### src/rssx_pkg.sv
// Package for the rotate, set-file and sleep execution block
package rssx_pkg;

  // ****************************************
  // Opcode fields
  // ****************************************
  localparam logic [5:0] RSSX_OPC_ROTATE_RIGHT_NO_CARRY = 6'h10;
  localparam logic [6:0] RSSX_OPC_SET_FILE_ALL_ONES = 7'h34;
  localparam logic [15:0] RSSX_OPC_SLEEP = 16'h0003;
  localparam int RSSX_OPC6_HI = 15;
  localparam int RSSX_OPC6_LO = 10;
  localparam int RSSX_OPC7_LO = 9;
  localparam int RSSX_BIT_DEST = 9;
  localparam int RSSX_BIT_ACCESS = 8;

  // ****************************************
  // Addressing constants
  // ****************************************
  localparam logic [7:0] RSSX_INDEXED_MAX = 8'h5F;
  localparam logic [7:0] RSSX_ACCESS_SPLIT = 8'h60;
  localparam logic [3:0] RSSX_ACCESS_LOW_BANK = 4'h0;
  localparam logic [3:0] RSSX_ACCESS_HIGH_BANK = 4'hF;
  localparam logic [7:0] RSSX_ALL_ONES = 8'hFF;
  localparam logic [7:0] RSSX_ZERO_BYTE = 8'h00;

  // ****************************************
  // Reset values
  // ****************************************
  localparam logic RSSX_PD_RESET = 1'b1;
  localparam logic RSSX_TO_RESET = 1'b1;

  // ****************************************
  // Types
  // ****************************************
  typedef enum logic [3:0] {
    RSSX_Q_DECODE = 4'b0001,
    RSSX_Q_READ = 4'b0010,
    RSSX_Q_PROCESS = 4'b0100,
    RSSX_Q_WRITE = 4'b1000
  } rssx_phase_t;

  typedef struct packed {
    logic we;
    logic [11:0] addr;
    logic [7:0] data;
  } rssx_file_wr_t;

  typedef struct packed {
    logic power_down_flag;
    logic time_out_flag;
  } rssx_status_t;

endpackage : rssx_pkg
### src/rssx_exec.sv
// Execution unit for rotate right, set file and sleep instructions
`timescale 1ns/1ps
module rssx_exec
  import rssx_pkg::*;
(
  // Clock and reset
  input wire logic i_clk,
  input wire logic i_resetn,
  // Instruction
  input wire logic i_instr_valid,
  input wire logic [15:0] i_instr,
  input wire logic i_ext_set_en,
  // Core state
  input wire logic [3:0] i_bank_select_reg,
  input wire logic [11:0] i_index_base,
  input wire logic [7:0] i_file_rd_data,
  // Wake sources
  input wire logic i_wake_wdt,
  input wire logic i_wake_other,
  // File read address, file and working register writes
  output logic [11:0] o_file_rd_addr,
  output rssx_file_wr_t o_file_wr,
  output logic o_wreg_we,
  output logic [7:0] o_wreg_data,
  // Flags
  output logic o_flag_we,
  output logic o_neg_flag,
  output logic o_zero_flag,
  output rssx_status_t o_status,
  // Power control, ready and phase
  output logic o_wdt_clear,
  output logic o_sleeping,
  output logic o_osc_halt,
  output logic o_instr_ready,
  output rssx_phase_t o_phase
);

  // ****************************************
  // Reset and wake synchronisers
  // ****************************************
  logic rst_meta_r;
  logic rst_sync_r;
  logic [1:0] wdt_sync_r;
  logic [1:0] oth_sync_r;
  logic wake_wdt;
  logic wake_oth;

  always_ff @(posedge i_clk or negedge i_resetn) begin
    if (!i_resetn) begin
      rst_meta_r <= 1'b0;
      rst_sync_r <= 1'b0;
    end else begin
      rst_meta_r <= 1'b1;
      rst_sync_r <= rst_meta_r;
    end
  end

  always_ff @(posedge i_clk or negedge rst_sync_r) begin
    if (!rst_sync_r) begin
      wdt_sync_r <= 2'b00;
      oth_sync_r <= 2'b00;
    end else begin
      wdt_sync_r <= {wdt_sync_r[0], i_wake_wdt};
      oth_sync_r <= {oth_sync_r[0], i_wake_other};
    end
  end

  assign wake_wdt = wdt_sync_r[1];
  assign wake_oth = oth_sync_r[1];

  // ****************************************
  // Decode helpers
  // ****************************************
  function automatic logic [11:0] rssx_eff_addr(
    input logic [15:0] instr,
    input logic ext_en,
    input logic [3:0] bank,
    input logic [11:0] index_base
  );
    logic [7:0] f;
    f = instr[7:0];
    if (!instr[RSSX_BIT_ACCESS] && ext_en && f <= RSSX_INDEXED_MAX) begin
      rssx_eff_addr = 12'(index_base + {4'h0, f});
    end else if (!instr[RSSX_BIT_ACCESS]) begin
      rssx_eff_addr = (f < RSSX_ACCESS_SPLIT) ?
        {RSSX_ACCESS_LOW_BANK, f} : {RSSX_ACCESS_HIGH_BANK, f};
    end else begin
      rssx_eff_addr = {bank, f};
    end
  endfunction : rssx_eff_addr

  function automatic logic rssx_is_rotate(input logic [15:0] instr);
    rssx_is_rotate = instr[RSSX_OPC6_HI:RSSX_OPC6_LO] ==
      RSSX_OPC_ROTATE_RIGHT_NO_CARRY;
  endfunction : rssx_is_rotate

  function automatic logic rssx_is_set_file(input logic [15:0] instr);
    rssx_is_set_file = instr[RSSX_OPC6_HI:RSSX_OPC7_LO] ==
      RSSX_OPC_SET_FILE_ALL_ONES;
  endfunction : rssx_is_set_file

  function automatic logic rssx_is_sleep(input logic [15:0] instr);
    rssx_is_sleep = instr == RSSX_OPC_SLEEP;
  endfunction : rssx_is_sleep

  // ****************************************
  // Four-phase sequencer
  // ****************************************
  rssx_phase_t phase_r;
  logic [15:0] instr_r;
  logic busy_r;
  logic sleep_r;
  logic [11:0] addr_r;
  logic [7:0] result_r;
  logic take;
  logic is_rot;
  logic is_set;
  logic is_slp;

  assign is_rot = rssx_is_rotate(instr_r);
  assign is_set = rssx_is_set_file(instr_r);
  assign is_slp = rssx_is_sleep(instr_r);

  assign o_instr_ready = !busy_r && !sleep_r;
  assign take = phase_r == RSSX_Q_DECODE && i_instr_valid && o_instr_ready;

  // Phase walk, one step per clock once taken
  always_ff @(posedge i_clk or negedge rst_sync_r) begin
    if (!rst_sync_r) begin
      phase_r <= RSSX_Q_DECODE;
    end else begin
      case (phase_r)
        RSSX_Q_DECODE: begin
          if (take) begin
            phase_r <= RSSX_Q_READ;
          end
        end
        RSSX_Q_READ: phase_r <= RSSX_Q_PROCESS;
        RSSX_Q_PROCESS: phase_r <= RSSX_Q_WRITE;
        RSSX_Q_WRITE: phase_r <= RSSX_Q_DECODE;
        default: phase_r <= RSSX_Q_DECODE;
      endcase
    end
  end

  // Instruction word, held for the whole cycle
  always_ff @(posedge i_clk or negedge rst_sync_r) begin
    if (!rst_sync_r) begin
      instr_r <= 16'h0000;
    end else if (take) begin
      instr_r <= i_instr;
    end
  end

  // Busy from take until the write phase ends
  always_ff @(posedge i_clk or negedge rst_sync_r) begin
    if (!rst_sync_r) begin
      busy_r <= 1'b0;
    end else if (take) begin
      busy_r <= 1'b1;
    end else if (phase_r == RSSX_Q_WRITE) begin
      busy_r <= 1'b0;
    end
  end

  assign o_phase = phase_r;

  // ****************************************
  // Read and process
  // ****************************************
  // Effective address, latched in the read phase
  always_ff @(posedge i_clk or negedge rst_sync_r) begin
    if (!rst_sync_r) begin
      addr_r <= 12'h000;
    end else if (phase_r == RSSX_Q_READ) begin
      addr_r <= rssx_eff_addr(instr_r, i_ext_set_en,
        i_bank_select_reg, i_index_base);
    end
  end

  // Result, formed from the file data in the process phase
  always_ff @(posedge i_clk or negedge rst_sync_r) begin
    if (!rst_sync_r) begin
      result_r <= RSSX_ZERO_BYTE;
    end else if (phase_r == RSSX_Q_PROCESS) begin
      if (is_rot) begin
        result_r <= {i_file_rd_data[0], i_file_rd_data[7:1]};
      end else if (is_set) begin
        result_r <= RSSX_ALL_ONES;
      end else begin
        result_r <= RSSX_ZERO_BYTE;
      end
    end
  end

  assign o_file_rd_addr = addr_r;

  // ****************************************
  // Write to destination
  // ****************************************
  logic wr_phase;
  logic dest_file;
  logic file_wr_go;
  logic wreg_wr_go;
  logic sleep_go;
  logic power_down_r;
  logic time_out_r;

  assign wr_phase = phase_r == RSSX_Q_WRITE;
  assign dest_file = instr_r[RSSX_BIT_DEST];
  assign file_wr_go = wr_phase &&
    (is_set || (is_rot && dest_file));
  assign wreg_wr_go = wr_phase &&
    ((is_rot && !dest_file) || is_slp);
  assign sleep_go = wr_phase && is_slp;

  // File register port
  always_ff @(posedge i_clk or negedge rst_sync_r) begin
    if (!rst_sync_r) begin
      o_file_wr <= '0;
    end else begin
      o_file_wr.we <= file_wr_go;
      o_file_wr.addr <= addr_r;
      o_file_wr.data <= result_r;
    end
  end

  // Working register port, sleep clears it
  always_ff @(posedge i_clk or negedge rst_sync_r) begin
    if (!rst_sync_r) begin
      o_wreg_we <= 1'b0;
      o_wreg_data <= RSSX_ZERO_BYTE;
    end else begin
      o_wreg_we <= wreg_wr_go;
      o_wreg_data <= is_slp ? RSSX_ZERO_BYTE : result_r;
    end
  end

  // Negative and zero flags, written for rotate only
  always_ff @(posedge i_clk or negedge rst_sync_r) begin
    if (!rst_sync_r) begin
      o_flag_we <= 1'b0;
      o_neg_flag <= 1'b0;
      o_zero_flag <= 1'b0;
    end else begin
      o_flag_we <= wr_phase && is_rot;
      o_neg_flag <= result_r[7];
      o_zero_flag <= result_r == RSSX_ZERO_BYTE;
    end
  end

  // ****************************************
  // Sleep and status flags
  // ****************************************
  // Power-down flag, only reset sets it again
  always_ff @(posedge i_clk or negedge rst_sync_r) begin
    if (!rst_sync_r) begin
      power_down_r <= RSSX_PD_RESET;
    end else if (sleep_go) begin
      power_down_r <= 1'b0;
    end
  end

  // Time-out flag, watchdog wake clears it
  always_ff @(posedge i_clk or negedge rst_sync_r) begin
    if (!rst_sync_r) begin
      time_out_r <= RSSX_TO_RESET;
    end else if (sleep_go) begin
      time_out_r <= 1'b1;
    end else if (sleep_r && wake_wdt) begin
      time_out_r <= 1'b0;
    end
  end

  // Watchdog and postscaler clear pulse
  always_ff @(posedge i_clk or negedge rst_sync_r) begin
    if (!rst_sync_r) begin
      o_wdt_clear <= 1'b0;
    end else begin
      o_wdt_clear <= sleep_go;
    end
  end

  // Sleep state, left on any synchronised wake
  always_ff @(posedge i_clk or negedge rst_sync_r) begin
    if (!rst_sync_r) begin
      sleep_r <= 1'b0;
    end else if (sleep_go) begin
      sleep_r <= 1'b1;
    end else if (sleep_r && (wake_wdt || wake_oth)) begin
      sleep_r <= 1'b0;
    end
  end

  assign o_status = '{power_down_flag: power_down_r,
    time_out_flag: time_out_r};
  assign o_sleeping = sleep_r;
  assign o_osc_halt = sleep_r;

endmodule : rssx_exec

### config.mk
export PLATFORM = sky130hd
export DESIGN_NAME = rssx_exec
export DESIGN_NICKNAME = d
export VERILOG_FILES = /design/src/rssx_pkg.sv /design/src/rssx_exec.sv
export SDC_FILE = /design/constraint.sdc
export NUM_CORES = 1
export LEC_CHECK = 0
export BUFFER_PORTS_ARGS = -buffer_cell sky130_fd_sc_hd__buf_2
export CORE_ASPECT_RATIO = 0.75
export CORE_UTILIZATION = 50
export CTS_BUF_LIST = sky130_fd_sc_hd__clkbuf_8
export CTS_CLUSTER_SIZE = 10
export DETAILED_ROUTE_END_ITERATION = 8
export PLACE_DENSITY = 0.82
export SLEW_MARGIN = 20
export SYNTH_ARGS = -nofsm -noshare
export SYNTH_HDL_FRONTEND = slang
export SYNTH_SLANG_ARGS = --single-unit
### constraint.sdc
create_clock -name i_clk -period 2.85 [get_ports i_clk]
set_input_delay 0.1425 -clock i_clk [delete_from_list [all_inputs] [get_ports i_clk]]
set_output_delay 0.1425 -clock i_clk [all_outputs]
set_load 0.005 [all_outputs]
# Word-level counts from Yosys, hierarchy flattened
# Index checks and enable logic that the tools add are counted.
dict set report totals {
  regBits 84
  latch_bits 0
  mem_bits_rw 0
  romBits 0
  in_bits 46
  output_inout_bits 55
  word_cells 70
  memories 0
}
dict set report classes {
  add_sub_neg 1
  mul 0
  n_div 0
  order_cmp 2
  n_eq_ne 8
  shifts 0
  n_mux 14
  bitwise 0
  n_reduce_logical 24
}
# operator count
set ops {}
lappend ops {{$mux W12} 3}
lappend ops {{$mux W8} 3}
lappend ops {{$eq A16 B2 Y1 const B} 1}
lappend ops {{$logic_and A1 B1 Y1} 13}
lappend ops {{$add A12 B8 Y12} 1}
lappend ops {{$pmux W4 S3} 1}
lappend ops {{$le A8 B7 Y1 const B} 1}
lappend ops {{$logic_not A8 Y1} 1}
lappend ops {{$lt A8 B7 Y1 const B} 1}
lappend ops {{$eq A7 B6 Y1 const B} 1}
lappend ops {{$eq A6 B5 Y1 const B} 1}
lappend ops {{$mux W1} 6}
lappend ops {{$reduce_bool A2 Y1} 3}
lappend ops {{$eq A4 B1 Y1 const B} 1}
lappend ops {{$eq A4 B2 Y1 const B} 1}
lappend ops {{$eq A4 B3 Y1 const B} 1}
lappend ops {{$eq A4 B4 Y1 const B} 1}
lappend ops {{$logic_not A1 Y1} 4}
lappend ops {{$mux W4} 1}
lappend ops {{$logic_or A1 B1 Y1} 3}
lappend ops {{$ne A2 B2 Y1 const B} 1}

# Logic depth before layout (Yosys ltp)
dict set report logic_depth {
  ltp_word 5
  mapped_depth 9
  mapped_depth_nobuf 9
}

# Least setup slack after synthesis
# Ideal clock, no wire load.
dict set report synth_path {
  path_kind {reg-to-reg}
  start {reg instr_r[0]}
  end {reg addr_r[6], in the netlist o_file_rd_addr[6]}
  setup_ps 65
  arrival_ps 1989
  required_ps 2785
  path_slack_ps 796
  stages_incl_launch_ff 10
  path_buffers 0
  synth_period_minus_slack_ps 2054
  cell_sequence {dfrtp_1 ha_1 inv_1 fa_1 nand2b_1 a21oi_1 o21ai_0 nor3b_1 o311ai_0 o21a_1}
}
dict set report synth_via {
  elab_chain_len 3
  elab_cells_between_ends 4
  cone_classes {add/sub: 1; order compare: 1; mux: 1; reduce/logical: 1}
}
# element line_no
set synth_lines {}
lappend synth_lines {{start: declaration} rssx_exec.sv:110} ;# logic [15:0] instr_r;
lappend synth_lines {{start signal: assignment} rssx_exec.sv:151} ;# instr_r <= i_instr;
lappend synth_lines {{branches (longest 2 deep; another with $add A12 B8 Y12)} --}
lappend synth_lines {{$mux W12 (*)} rssx_exec.sv:82} ;# if (!instr[RSSX_BIT_ACCESS] && ext_en && f <= RSSX_INDEXED_MAX) begin
lappend synth_lines {{end signal: assignment} rssx_exec.sv:176} ;# addr_r <= rssx_eff_addr(instr_r, i_ext_set_en,
lappend synth_lines {{end: declaration} rssx_exec.sv:113} ;# logic [11:0] addr_r;
# Every way passes the cells marked *.
# A chain may end at the register's enable or synchronous reset.

# Worst setup path after layout
# Same ends and word-level chain as after synthesis.

==> reports/summary.txt <==
Critical R2R Capture -> o_file_rd_addr[6]
Sum Neg Setup Slack -> 0 ns
DP HPWL -> 5.392 mm
CTS tree -> built
DR iter-0 viols -> 137
Hold Startpoint -> i_instr[9]
Placed inst area -> 0.003946 mm2
Pre-Repair DR Iteration Count -> 4
Synthesis Warnings -> 0
Mean Syn Cell Area -> 11.45 um2
Overall routing resource usage -> 0.2306
Vias in the first global route -> 2,503
Synthesized net count -> 350
Routability cong. -> 0.8822
WP data required -> 3.14 ns
Setup Skew -> 0.007652 ns
Leakage -> 1.917 nW
Cells after Synth -> 295
Tot Pwr -> 3.773 mW
Worst hold stages -> 3
Run status -> finished clean
Slowest CP cell -> dfrtp_1
# DRC -> 0
Number of flops mapped to enable cells by yosys -> 0
Antenna violations before repair -> 0
Sequential element share of the synthesized area -> 0.6159
Setup-failing EPs final -> 0
Cells along the critical path -> ha_1 -> inv_1 -> fa_1 -> nand2b_1 -> a21oi_1 -> o21ai_0 -> nor3b_1 -> o311ai_0 -> o21a_1
Mapped Area -> 0.003378 mm2
Routed WL per cell -> 15.42 um
Main synth FF type -> dfrtp_1
Vias per cell -> 5.222
PwrDens -> 895.4 mW/mm2
Tightest Hold Check Type -> primary input to flop
I/O pin total -> 101
Worst R2R Start -> instr_r[0]
VDD IR max -> 503.1 uV
Root buffer cell -> clkbuf_8
Count of input and output buffers -> 100
First-pass GRT wire length -> 12.43 mm
#FFs+latches synth -> 83
R2r setup slk -> 0.48 ns
Highest Clock Rate -> 421.9 MHz
Clock Latency Late Sink -> 0.35 ns
GRT Residual Overflow -> 0
Unique masters post-synth -> 44
Final Slew Violations -> 0
Clock Pin Slew Worst Setup and Hold Paths -> 0.09 ns
Worst-margin pin slew -> 0.6036 ns
Initial Util -> 0.5268
CTS Buf Count -> 9
Number of diodes -> 0
Post-DRT Antenna Nets -> 0
Die ar. -> 0.007093 mm2
RSZ-0062 raised after global routing -> false
Clk buf depth -> 2
Share of cells above drive strength 1 -> 0.3522
Largest net degree at the start of global routing -> 82
Slew HR -> 0.5954
Post-cts resize count -> 0
Max-cap violations -> 0
CP max stage delay -> 0.40 ns
Worst setup EP type -> flop
H-tree Lvls -> 3
Drt total wl -> 7.508 mm
Area delta synth->final -> 24.74%
Ys async rst share -> 1.000
Via count -> 2,543
Area occupied by multi-input gates -> 0.001211 mm2
Clock Sinks -> 83
R2r worst-path depth -> 9
Commonest non-fill, non-tap cells in the layout -> 100 x buf_2, 79 x dfrtp_1, 34 x nand2_1
Core ar. -> 0.006412 mm2
Die Wd -> 96.92 um
CP Max Fanout -> 4
Sequential standard cell area -> 0.002085 mm2
Final hold violation count -> 0
Nets -> 456
Final min period -> 2.370 ns
Hold Path Sink -> instr_r[9]
Critical path data arrival time -> 2.66 ns
Element type at the critical path start -> flop
Kind of critical path -> flop to flop
Most common cell after layout, fill and taps aside -> buf_2
# fillers -> 491
Die H -> 73.19 um
Tcrit/Tclk final -> 0.8317
FP Rows -> 25
Post-route cell area -> 0.004214 mm2
-- what timing repair did --
| action | 4_1_cts | 5_1_grt |
|---|---|---|
| hold buffers | 3 | 0 |
| setup buffers | 0 | 0 |
| hold endpoints to repair | 4 | 0 |
| endpoints found under the setup margin | 0 | 0 |
-- registers in the layout, indices dropped and copies added (netlist names) --
register,cells
o_file_wr,21
rst_meta_r,1
o_phase,4
oth_sync_r,2
o_osc_halt,1
o_file_rd_addr,12
o_zero_flag,1
o_wdt_clear,1
rst_sync_r,1
o_flag_we,1
o_wreg_we,1
result_r,8
time_out_r,1
wdt_sync_r,2
power_down_r,1
busy_r,1
instr_r,16
o_wreg_data,8
-- kinds of logic (layout without fill, tap and decap cells) --
group / after synthesis / in the layout / synth area share
compound gates: 52 / 52 / 0.08888
xor+xnor: 6 / 6 / 0.01556
fa+ha+maj: 9 / 9 / 0.03556
buf+inv: 20 / 131 / 0.02889
flops: 83 / 83 / 0.6159
mux: 16 / 16 / 0.05259
other cells: 1 / 1 / 0.001110
simple gates: 108 / 108 / 0.1615
-- report_power, final --
| part | switching [mW] | internal [mW] |
|---|---|---|
| Sequential | 0.291 | 1.51 |
| Combinational | 0.569 | 0.529 |
| Clock | 0.435 | 0.438 |
-- Yosys cell counts (all sizes together), types with 2 or more instances --
cell / count / share of area
and3: 2 / 0.0037
nor2: 25 / 0.028
a21oi: 26 / 0.039
dfstp: 3 / 0.023
or4: 2 / 0.0044
nand2: 35 / 0.040
dfrtp: 80 / 0.59
nor3: 13 / 0.021
ha: 8 / 0.030
nor2b: 8 / 0.015
nor4: 3 / 0.010
o21a: 2 / 0.0044
a21boi: 2 / 0.0044
and2b: 6 / 0.013
nand3: 5 / 0.0074
o21ai: 11 / 0.016
a21o: 2 / 0.0044
mux2: 14 / 0.047
a31oi: 4 / 0.0074
xnor2: 4 / 0.010
inv: 9 / 0.010
xor2: 2 / 0.0052
and2: 2 / 0.0037
nand3b: 2 / 0.0044
buf: 8 / 0.016
clkbuf: 3 / 0.0033
mux2i: 2 / 0.0059
-- worst max-delay path, delay by kind of cell, from the launching register on --
kind                       cells  cell delay, ns
AOI/OAI and AO/OA              4            0.92
adders and majority gates      2            0.58
buffers and inverters          1            0.05
DFF                            1            0.40
and+or+nand+nor                2            0.36
-- routing by layer --
metal	track usage	vias up	part of all wire
met1	0.3044	1217	0.45
met2	0.3638	91	0.47
met4	0.1128	0	0.017
met5	0	-	0
li1	-	1221	-
met3	0.05556	14	0.061
-- cell type report --
cell class,instances,share of cell area
Clock buffer,10,0.03266
Clock inverter,6,0.01722
Inverter,9,0.008017
Multi-Input combinational cell,192,0.2874
Sequential cell,83,0.4947
Tap cell,81,0.02405
Timing Repair Buffer,106,0.1360
-- worst max path at each step --
stage               cells past startpoint       start                 to  slack (ns)
floorplan                               0  rst_sync_r             busy_r        0.37
finish                                  9  instr_r[0]  o_file_rd_addr[6]        0.48
global route                            9  instr_r[0]  o_file_rd_addr[6]        0.31
detailed placement                      9  instr_r[0]  o_file_rd_addr[6]        0.54
global placement                        9  instr_r[0]  o_file_rd_addr[6]        0.71
CTS                                     9  instr_r[0]  o_file_rd_addr[6]        0.50
-- per-stage QoR --
stage	setup WS, ns	hold slack [ns]	utilization	cells
final	0.4797	0.008631	0.6572	487
after detailed placement	0.5409	-0.06974	0.6154	467
after global placement	0.7065	-0.07186	0.6154	467
after floorplan	0.3724	-0.1531	-	295
after CTS	0.4982	0.004541	0.6529	486
after global routing	0.3089	0.01063	0.6572	487
(Power assumes the default switching activity.)
